==> src/pkg/sensor_regs.vh <==
// constants for the humidity and temperature sensor command port
// Function
// RL1: ready for commands within 20 ms
// RL2: host frames transfers with start, stop
// RL3: sda falls while scl high: start
// RL4: sda rises while scl high: stop
// RL5: first byte address 0x38 plus direction
// RL6: acknowledge each byte after eighth fall
// RL7: byte 0xE1 means initialization
// RL8: byte 0xAC triggers one measurement
// RL9: host waits for measurement completion
// RL10: byte 0xBA restarts, restores defaults
// RL11: soft reset completes within 20 ms
// RL12: status bit 7 shows busy
// RL13: status bits 6:5 show mode
// RL14: status bit 3 shows calibration
// RL15: host waits over 75 ms
// RL16: host polls until busy clears
// RL17: humidity equals raw over 2^20 times 100
// RL18: temperature equals raw over 2^20 times 200 minus 50
// RL19: trigger write carries 0x33, 0x00 parameters
// RL20: read returns status, humidity, temperature
// RL21: sda changes only while scl low
// RL22: fully static, no minimum scl rate
`ifndef SENSOR_REGS_VH
`define SENSOR_REGS_VH
// ==========================================================
// bus protocol
`define TARGET_ADDR 7'h38
`define CMD_INIT 8'hE1
`define CMD_TRIG 8'hAC
`define CMD_SRST 8'hBA
// ==========================================================
// status byte fields
`define ST_BUSY_BIT 7
`define ST_MODE_HI 6
`define ST_MODE_LO 5
`define ST_CAL_BIT 3
`define MODE_NORMAL 2'b00
`define MODE_CYCLIC 2'b01
`define MODE_CMD 2'b10
// ==========================================================
// timing (clock 4 ns)
`define CLK_PERIOD_NS 4
`define READY_TIME_MS 20
`define READY_CYCLES ((`READY_TIME_MS * 1000000) / `CLK_PERIOD_NS)
`define MEAS_TIME_MS 75
`define MEAS_CYCLES ((`MEAS_TIME_MS * 1000000) / `CLK_PERIOD_NS)
`define READ_BYTES 4'd6
`endif

==> src/core/pin_sync.v <==
// two-flop synchroniser for the bus pins
module pin_sync (
  input wire clk,
  input wire rst,
  input wire d,
  output reg q
);
  reg meta_q;
  // ==========================================================
  // bus idles high, so reset to one
  always @(posedge clk) begin
    if (rst) begin
      meta_q <= 1'b1;
      q <= 1'b1;
    end else begin
      meta_q <= d;
      q <= meta_q;
    end
  end
endmodule

==> src/core/sensor_port.v <==
// i2c target command port of the humidity and temperature sensor
`include "sensor_regs.vh"
module sensor_port #(
  parameter [31:0] READY_CYCLES = `READY_CYCLES,
  parameter [31:0] MEAS_CYCLES = `MEAS_CYCLES
) (
  input wire SYS_CLK,
  input wire RST,
  input wire SCL_IN,
  input wire SDA_IN,
  output reg SDA_OUT,
  output reg SDA_OE,
  input wire [19:0] RAW_HUMIDITY_WORD,
  input wire [19:0] RAW_TEMPERATURE_WORD,
  input wire [1:0] MODE_IN,
  input wire CAL_VALID,
  output reg READY,
  output reg BUSY,
  output reg SOFT_RESET_PULSE
);
  // ==========================================================
  // states
  localparam [3:0] S_IDLE = 4'b0001;
  localparam [3:0] S_RECV = 4'b0010;
  localparam [3:0] S_SEND = 4'b0100;
  localparam [3:0] S_ACK = 4'b1000;
  reg [3:0] state_q;
  // driven by the synchroniser instances, so nets rather than registers
  wire scl_s;
  wire sda_s;
  reg scl_p_q;
  reg sda_p_q;
  reg [7:0] shift_q;
  reg [3:0] bit_q;
  reg [3:0] byte_q;
  reg rd_q;
  reg ack_drv_q;
  reg [31:0] ready_cnt_q;
  reg [31:0] meas_cnt_q;
  reg [39:0] data_q;
  reg master_ack_q;
  wire scl_rise, scl_fall, start_ev, stop_ev;
  wire [7:0] status_byte;
  wire [7:0] next_byte;

  pin_sync u_scl (.clk(SYS_CLK), .rst(RST), .d(SCL_IN), .q(scl_s));
  pin_sync u_sda (.clk(SYS_CLK), .rst(RST), .d(SDA_IN), .q(sda_s));

  // ==========================================================
  // edge and condition detection on synchronised pins
  always @(posedge SYS_CLK) begin
    if (RST) begin
      scl_p_q <= 1'b1;
      sda_p_q <= 1'b1;
    end else begin
      scl_p_q <= scl_s;
      sda_p_q <= sda_s;
    end
  end
  assign scl_rise = scl_s & ~scl_p_q;
  assign scl_fall = ~scl_s & scl_p_q;
  // RL3: start detection
  assign start_ev = scl_s & scl_p_q & sda_p_q & ~sda_s;
  // RL4: stop detection
  assign stop_ev = scl_s & scl_p_q & ~sda_p_q & sda_s;

  // RL12: busy in bit 7, RL13 mode, RL14 calibration
  assign status_byte = {BUSY, MODE_IN, 1'b0, CAL_VALID, 3'b000};

  // byte picked from status plus 40-bit packed results
  function [7:0] pick_byte;
    input [3:0] idx;
    input [7:0] st;
    input [39:0] dat;
    begin
      case (idx)
        4'd0: pick_byte = st;
        4'd1: pick_byte = dat[39:32];
        4'd2: pick_byte = dat[31:24];
        4'd3: pick_byte = dat[23:16];
        4'd4: pick_byte = dat[15:8];
        4'd5: pick_byte = dat[7:0];
        default: pick_byte = 8'hFF;
      endcase
    end
  endfunction

  // one pick shared by the ack and next-byte paths; bit 7 goes out first
  assign next_byte = pick_byte(byte_q, status_byte, data_q);

  // ==========================================================
  // ready and measurement timers
  always @(posedge SYS_CLK) begin
    if (RST) begin
      ready_cnt_q <= 32'h0000_0000;
      READY <= 1'b0;
      meas_cnt_q <= 32'h0000_0000;
      BUSY <= 1'b0;
      SOFT_RESET_PULSE <= 1'b0;
      data_q <= 40'h00_0000_0000;
    end else begin
      SOFT_RESET_PULSE <= 1'b0;
      // RL1: power-up ready delay, RL11 same after soft reset
      if (!READY) begin
        if (ready_cnt_q >= READY_CYCLES - 32'h0000_0001)
          READY <= 1'b1;
        ready_cnt_q <= ready_cnt_q + 32'h0000_0001;
      end
      if (BUSY) begin
        if (meas_cnt_q >= MEAS_CYCLES - 32'h0000_0001) begin
          BUSY <= 1'b0;
          // RL20: humidity then temperature, msb first
          data_q <= {RAW_HUMIDITY_WORD, RAW_TEMPERATURE_WORD};
        end
        meas_cnt_q <= meas_cnt_q + 32'h0000_0001;
      end
      // command taken on the last data bit of byte 1 of a write
      if (state_q == S_RECV && scl_rise && bit_q == 4'd7 && byte_q == 4'd1
          && !rd_q && READY) begin
        // RL8: trigger a measurement
        if ({shift_q[6:0], sda_s} == `CMD_TRIG && !BUSY) begin
          BUSY <= 1'b1;
          meas_cnt_q <= 32'h0000_0000;
        end
        // RL10: soft reset restores defaults
        if ({shift_q[6:0], sda_s} == `CMD_SRST) begin
          READY <= 1'b0;
          ready_cnt_q <= 32'h0000_0000;
          BUSY <= 1'b0;
          SOFT_RESET_PULSE <= 1'b1;
          data_q <= 40'h00_0000_0000;
        end
        // RL7: initialization accepted, no further action here
      end
    end
  end

  // ==========================================================
  // byte engine; state advances only on scl edges and start or stop conditions, so no minimum scl rate applies
  // RL22: fully static operation
  always @(posedge SYS_CLK) begin
    if (RST) begin
      state_q <= S_IDLE;
      shift_q <= 8'h00;
      bit_q <= 4'd0;
      byte_q <= 4'd0;
      rd_q <= 1'b0;
      ack_drv_q <= 1'b0;
      master_ack_q <= 1'b0;
      SDA_OUT <= 1'b1;
      SDA_OE <= 1'b0;
    end else if (stop_ev) begin
      // RL4: stop returns to idle
      state_q <= S_IDLE;
      SDA_OE <= 1'b0;
    end else if (start_ev) begin
      state_q <= READY ? S_RECV : S_IDLE;
      bit_q <= 4'd0;
      byte_q <= 4'd0;
      SDA_OE <= 1'b0;
    end else begin
      case (state_q)
        S_RECV: begin
          if (scl_rise) begin
            shift_q <= {shift_q[6:0], sda_s};
            bit_q <= bit_q + 4'd1;
          end
          if (scl_fall && bit_q == 4'd8) begin
            // RL5: address match and direction bit
            if (byte_q == 4'd0 && shift_q[7:1] != `TARGET_ADDR) begin
              state_q <= S_IDLE;
            end else begin
              if (byte_q == 4'd0)
                rd_q <= shift_q[0];
              // RL6: pull sda low for acknowledge
              SDA_OUT <= 1'b0;
              SDA_OE <= 1'b1;
              ack_drv_q <= 1'b0;
              state_q <= S_ACK;
            end
          end
        end
        S_ACK: begin
          if (scl_rise)
            ack_drv_q <= 1'b1;
          if (scl_fall && ack_drv_q) begin
            bit_q <= 4'd0;
            byte_q <= byte_q + 4'd1;
            if (rd_q) begin
              // RL21: change sda only after scl falls
              shift_q <= next_byte;
              SDA_OUT <= next_byte[7];
              SDA_OE <= ~next_byte[7];
              state_q <= S_SEND;
            end else begin
              SDA_OE <= 1'b0;
              SDA_OUT <= 1'b1;
              state_q <= S_RECV;
            end
          end
        end
        S_SEND: begin
          if (scl_rise) begin
            bit_q <= bit_q + 4'd1;
            if (bit_q == 4'd8)
              master_ack_q <= ~sda_s;
          end
          if (scl_fall) begin
            if (bit_q < 4'd8) begin
              // open drain: drive only zeros; the seventh fall puts out bit 0
              SDA_OUT <= shift_q[6];
              SDA_OE <= ~shift_q[6];
              shift_q <= {shift_q[6:0], 1'b1};
            end else if (bit_q == 4'd8) begin
              // let go after bit 0 so the host can answer
              SDA_OE <= 1'b0;
              SDA_OUT <= 1'b1;
            end else if (bit_q == 4'd9) begin
              if (master_ack_q && byte_q < `READ_BYTES) begin
                bit_q <= 4'd0;
                byte_q <= byte_q + 4'd1;
                shift_q <= next_byte;
                SDA_OUT <= next_byte[7];
                SDA_OE <= ~next_byte[7];
              end else begin
                state_q <= S_IDLE;
                SDA_OE <= 1'b0;
              end
            end
          end
        end
        S_IDLE: begin
          SDA_OE <= 1'b0;
          SDA_OUT <= 1'b1;
        end
        default: begin
          state_q <= S_IDLE;
        end
      endcase
    end
  end
endmodule

==> config.mk <==
export PLATFORM = sky130hd
export DESIGN_NAME = sensor_port
export DESIGN_NICKNAME = d
export VERILOG_FILES = /design/src/core/pin_sync.v /design/src/core/sensor_port.v
export VERILOG_INCLUDE_DIRS = /design/src /design/src/pkg
export SDC_FILE = /design/constraint.sdc
export NUM_CORES = 1
export LEC_CHECK = 0
export BUFFER_PORTS_ARGS = -buffer_cell sky130_fd_sc_hd__buf_2
export CAP_MARGIN = 5
export CELL_PAD_IN_SITES_DETAIL_PLACEMENT = 1
export CELL_PAD_IN_SITES_GLOBAL_PLACEMENT = 1
export CORE_ASPECT_RATIO = 0.5
export CORE_MARGIN = 3
export CORE_UTILIZATION = 40
export DETAILED_ROUTE_END_ITERATION = 8
export PLACE_DENSITY_LB_ADDON = 0.3
export SYNTH_ARGS = -nofsm -noshare
export SYNTH_HDL_FRONTEND = slang
export SYNTH_HIERARCHICAL = 1
export SYNTH_SLANG_ARGS = --single-unit
==> constraint.sdc <==
create_clock -name SYS_CLK -period 2.3 [get_ports SYS_CLK]
set_clock_uncertainty 0.15 [all_clocks]
set_input_delay 0.115 -clock SYS_CLK [delete_from_list [all_inputs] [get_ports SYS_CLK]]
set_output_delay 0.115 -clock SYS_CLK [all_outputs]
set_load 0.1 [all_outputs]
**Yosys cells after proc, flatten, opt, wreduce, memory -nomap -nowiden**

Cells that the tools add are included.
Widths: inputs -> output; s select.

- Muxes and demuxes: 81
- Magnitude comparators: 4
- Reduce and logical (&&, ||, !) cells: 30
- Eq/ne operators: 36
- Add/sub/neg operators: 4
- Bitwise operators: 17

Operator list:

| operator | count |
|---|---|
| $mux 32 | 6 |
| $mux 40 | 4 |
| $mux 4 | 24 |
| $add 32x1->32 const B | 2 |
| $mux 8 | 8 |
| $pmux 8 s6 | 1 |
| $ge 32x23->1 const B | 1 |
| $ge 32x25->1 const B | 1 |
| $ne 3x3->1 const B | 10 |
| $mux 1 | 29 |
| $pmux 8 s3 | 1 |
| $reduce_and 6->1 | 3 |
| $eq 4x3->1 const B | 4 |
| $eq 8x8->1 const B | 2 |
| $pmux 4 s4 | 1 |
| $reduce_and 8->1 | 2 |
| $ne 2x2->1 const B | 7 |
| $eq 4x2->1 const B | 3 |
| $eq 4x4->1 const B | 3 |
| $pmux 4 s3 | 1 |
| $logic_and 1x1->1 | 10 |
| $not 1->1 | 10 |
| $reduce_and 10->1 | 1 |
| $reduce_and 9->1 | 1 |
| other kinds (23) | 37 |

- Register bits: 138
- Word-level logic and storage cells: 193
- Input port bits: 47
- Output and inout bits: 5

**Longest topological paths before layout**

- Word-level depth: 10
- Gate-level depth with buffers: 10
- Depth with buffers taken out: 8

**Hierarchy**

The synthesis kept the hierarchy.

By module, submodules not included:

| module | cells each | sequential area each (um2) | area an instance (um2) | times used |
|---|---|---|---|---|
| sensor_port | 764 | 2682.6 | 6642.6 | 1 |
| pin_sync | 4 | 40.0 | 52.6 | 2 |

**Worst setup path after synthesis**

OpenSTA, ideal clock, no wires.

- Path type: register to register
- Start: register BUSY
- End: register meas_cnt_q[31]
- Period minus slack after synthesis: 2.838 ns
- Data required time: 2.031 ns
- Library setup time: 0.119 ns
- Buffers on the path: 1
- Arrival time: 2.569 ns
- Stages on the path, launching flop included: 8
- Setup slack: -0.538 ns
- Cell sequence: dfxtp_1 buf_2 nand4_2 or4_1 nor3b_2 nand3_1 xor2_1 nor2_1

- Cells in the longest elaborated chain, start to end: 4
- Elaborated cells between the ends (all ways): 5
- Those cells by class: 3 x mux; 2 x reduce/logical

Ends and longest elaborated chain:

| element | line | RTL |
|---|---|---|
| from (decl) | sensor_port.v:18 | `output reg BUSY,` |
| from (signal assigned) | sensor_port.v:98 | `BUSY <= 1'b0;` |
| from (signal assigned) | sensor_port.v:111 | `BUSY <= 1'b0;` |
| from (signal assigned) | sensor_port.v:122 | `BUSY <= 1'b1;` |
| $logic_not 1->1 | sensor_port.v:121 | `` if ({shift_q[6:0], sda_s} == `CMD_TRIG && !BUSY) begin `` |
| $logic_and 1x1->1 | sensor_port.v:121 |  |
| $mux 32 | sensor_port.v:121 |  |
| $mux 32 * | sensor_port.v:118 | `if (state_q == S_RECV && scl_rise && bit_q == 4'd7 && byte_q == 4'd1` |
| to (signal assigned) | sensor_port.v:115 | `meas_cnt_q <= meas_cnt_q + 32'h0000_0001;` |
| to (decl) | sensor_port.v:39 | `reg [31:0] meas_cnt_q;` |

Every way passes the cells marked *; elsewhere a longest branch is shown, timed or not.
A chain may end at the register's enable or synchronous reset.

**Worst setup path after layout**

- Start: register state_q[2]
- End: register shift_q[3]

- Cells in the longest elaborated chain, start to end: 3
- Elaborated cells between the ends (all ways): 13
- Those cells by class: 10 x eq/ne; 1 x mux; 2 x reduce/logical

Ends and longest elaborated chain:

| element | line | RTL |
|---|---|---|
| from (decl) | sensor_port.v:27 | `reg [3:0] state_q;` |
| from (signal assigned) | sensor_port.v:157 | `state_q <= READY ? S_RECV : S_IDLE;` |
| $eq 4x3->1, or another cell as far along | sensor_port.v:162 | `case (state_q)` |
| $ne 3x3->1 (no line), or another cell as far along | - |  |
| $reduce_and 10->1 (no line) | - |  |
| to (signal assigned) | sensor_port.v:165 | `shift_q <= {shift_q[6:0], sda_s};` |
| to (signal assigned) | sensor_port.v:191 | `shift_q <= next_byte;` |
| to (signal assigned) | sensor_port.v:213 | `shift_q <= {shift_q[6:0], 1'b1};` |
| to (decl) | sensor_port.v:33 | `reg [7:0] shift_q;` |

Several ways; a longest one is shown, not always the timed one.

==> run_results.csv <==
group,metric,value,unit
power,power,5.53,mW
logic_synthesis,synth_top_area_share,0.409,
critical_path,critPathLaunchType,"flop",
logic_synthesis,avgSynthCellArea,8.74,um2
routing,routed_wl,31.4,mm
routing,dr.max_layer_used,"met4",
logic_synthesis,async_reset_ff_frac,0,
routing,route.met2.wl,14.8,mm
clock_network,cts_tree,"done",
run_status,violations,"setup timing",
layout,finish.utilization,0.601,
clock_network,clock_path_buffers,2,
power,irDropWorstVdd,0.000612,V
logic_synthesis,netlist_instances,772,
critical_path,max_stage_delay,380,ps
logic_synthesis,synth_fp_nets,828,
global_route,antenna_found_initial,2,
critical_path,worst_path_most_repeated_cell,"buf_4",
power,pwr_density_cell,578,nW/um2
layout,multi_input_area,4040,um2
timing,hold_violations,0,
logic_synthesis,synth_top_flop_cell,"dfxtp_1",
timing,timing.fmax,400,MHz
floorplan,chipHeight,97.8,um
timing,setup_viol,42,
logic_synthesis,synth_seq_cells,138,
global_route,grt_pass1_vias,7218,
floorplan,die_w,190,um
global_route,grt_use_total,0.279,
logic_synthesis,ys_warn_count,6,
logic_synthesis,ys_types,81,
placed_design,post-place-ws,-111,ps
layout,seqCellArea,2790,um2
timing,slew_headroom,0.604,
run_status,status,"finished with violations",
critical_path,path_buf_inv,3,
placed_design,gp_congestion,0.887,
floorplan,start_util,0.423,
routing,drc_errors,0,
routing,vias_per_cell,6.09,
critical_path,critical_path_arrival,2700,ps
placed_design,port_buffers,51,
run,maxCapViolations,0,
critical_path,crit_chain,"clkbuf_2 -> buf_4 -> nand2b_1 -> a21boi_0 -> buf_4 -> nor2_1 -> a211o_1 -> a21oi_1",
critical_path,crit_family,"compound AO/OA/AOI/OAI gates",
critical_path,critical_path_class,"reg2reg",
routing,ant_nets,0,
routing,drt-met1-wl,12.3,mm
timing,period_needed,2500,ps
timing,maxSlewViolCount,0,
global_route,grt_pass1_wl,41.0,mm
placed_design,dp_hpwl,14.1,mm
floorplan,io_pins,52,
logic_synthesis,syn_area,6750,um2
critical_path,crit_required,2500,ps
power,p_leak,3.62,nW
clock_network,path_clk_slew,70,ps
critical_path,end_kind,"flop",
routing,dr.pass1.iters,5,
routing,num_vias,7347,
layout,final_nets,1028,
critical_path,critical_path.max_fanout,12,
floorplan,coreArea,15900,um2
floorplan,dieArea,18600,um2
layout,area_delta_synth_final,41.8,%
clock_network,cts-htree-levels,4,
hold_path,hold_class,"in2reg",
layout,drive_gt1_frac,0.296,
layout,nFillCells,1838,
logic_synthesis,seq_area_frac_synth,0.409,
timing,worst_slack,-201,ps
logic_synthesis,synth_top_cell_by_area,"dfxtp_1",
clock_network,cts.sinks,138,
timing,fin_crit_sh,1.09,
floorplan,rows,32,
logic_synthesis,synth_edf_count,0,
global_route,grt_overflow,0,
routing,dr_wl_met3,2.48,mm
global_route,grt_start_max_net_pins,33,
clock_network,clock_latency,460,ps
logic_synthesis,ys_top_cells_by_area,"dfxtp_1 41%, nor2_1 8.0%, mux2i_1 7.3%",
routing,wl_per_cell,26.1,um
clock_network,cts_root_buf,"clkbuf_16",
routing,drtIter0Drc,604,
critical_path,slowest_stage,"a21boi_0",
timing,tightestPinTransition,588,ps
clock_network,cts_made_buffers,17,
timing,rsz0062_at_grt,"true",
logic make-up (layout without fill, tap and decap cells):
family / Yosys count / count (layout) / synth area share
other: 0 / 2 / 0
buffers and inverters: 57 / 269 / 0.0421
xor gates and xnor gates: 65 / 65 / 0.0844
and+or+nand+nor: 346 / 346 / 0.256
DFF: 138 / 138 / 0.409
AOI/OAI and AO/OA: 105 / 105 / 0.114
muxes: 52 / 52 / 0.0777
adders and majority gates: 9 / 9 / 0.0167
what timing repair did:
action / 4_1_cts / 5_1_grt
gates cloned: 0 / 5
buffers inserted: 3 / 20
endpoints found under the hold margin: 47 / 0
endpoints found under the setup margin: 81 / 127
gates resized for setup: 15 / 76
pin swaps: 2 / 25
hold buffers: 45 / 0
stage by stage:
step           cell area [um2]  std cells  setup TNS, ps  hold slack [ps]
2_1_floorplan             6760        772              0             62.1
3_3_place_gp              7910       1101          -8.54              141
3_5_place_dp              7910       1101          -1150              148
4_1_cts                   9010       1180          -57.4              275
5_1_grt                   9570       1207          -8990              311
6_report                  9570       1207          -1430              289
Yosys cell counts, types with 3 or more instances:
cell and n:
and3_1 13, nand3b_1 5, and4_1 3, clkbuf_1 10
o21bai_1 3, mux2i_1 49, or2_1 7, nor3_1 19
a221oi_1 5, buf_4 11, ha_1 9, buf_2 13
nor2b_1 10, nor4_1 8, o21ai_1 3, or3_1 5
xor2_1 36, nor2_1 143, mux2_2 3, dfxtp_1 138
nand4_1 19, a211oi_1 7, xnor2_1 29, or2_2 5
a21oi_1 18, a211o_1 4, nand3_1 30, nand2_1 51
o21ai_0 18, a222oi_1 6, o22ai_1 4, inv_1 20
nand2b_1 6
where the power goes:
part,internal [mW],switching [mW]
Combinational,0.152,0.151
Sequential,2.39,0.0116
Clock,1.55,1.27
Total,4.10,1.43
tightest hold or removal path: cells and delay by family:
family                 cells  cell delay, ps
and+or+nand+nor            1              70
muxes                      1              60
buffers and inverters      2             610
cell usage in the layout, fill, tap and decap left out, types with 9 or more instances in the layout:
| cell type | n |
|---|---|
| nor2_1 | 142 |
| and3_1 | 13 |
| nand4_1 | 19 |
| xor2_1 | 36 |
| clkbuf_16 | 21 |
| nor3_1 | 17 |
| mux2i_1 | 47 |
| buf_12 | 9 |
| inv_1 | 17 |
| a21oi_1 | 11 |
| dlygate4sd3_1 | 45 |
| dfxtp_1 | 125 |
| buf_2 | 51 |
| xnor2_1 | 29 |
| nand3_1 | 29 |
| buf_4 | 104 |
| o21ai_0 | 13 |
| nand2_1 | 51 |
path summary, 6_finish.rpt:
| path | from | endpoint | slack, ps | cells past startpoint |
|---|---|---|---|---|
| min | RAW_TEMPERATURE_WORD[0] | data_q[0] | 290 | 4 |
| max | state_q[2] | shift_q[3] | -200 | 8 |
| min reg2reg | u_sda/meta_q | u_sda/q | 310 | 1 |
| max reg2reg | state_q[2] | shift_q[3] | -200 | 8 |
metal layers:
layer / vias up / track usage
met4: 0 / 0.116
met2: 443 / 0.494
met3: 158 / 0.0599
li1: 3124 / -
met1: 3622 / 0.329
met5: - / 0
state kept, by name, summed over array words and instances, names as in the netlist:
signal and flops:
data_q 40, meas_cnt_q 32, ready_cnt_q 32, shift_q 8, bit_q 4, byte_q 4
state_q 4, BUSY 1, READY 1, SDA_OE 1, SDA_OUT 1, SOFT_RESET_PULSE 1
ack_drv_q 1, master_ack_q 1, rd_q 1, scl_p_q 1, sda_p_q 1, u_scl/meta_q 1
u_scl/q 1, u_sda/meta_q 1, u_sda/q 1
final cells by class:
type,count,share of cell area
tap,221,0.0289
clock inverter,12,0.0122
inverter,21,0.00902
timing repair buffer,217,0.189
clock buffer,19,0.0473
multi-input combinational,577,0.422
sequential,138,0.292
antenna,2,0.000523
No activity file was read; power rests on OpenSTA's default activity.
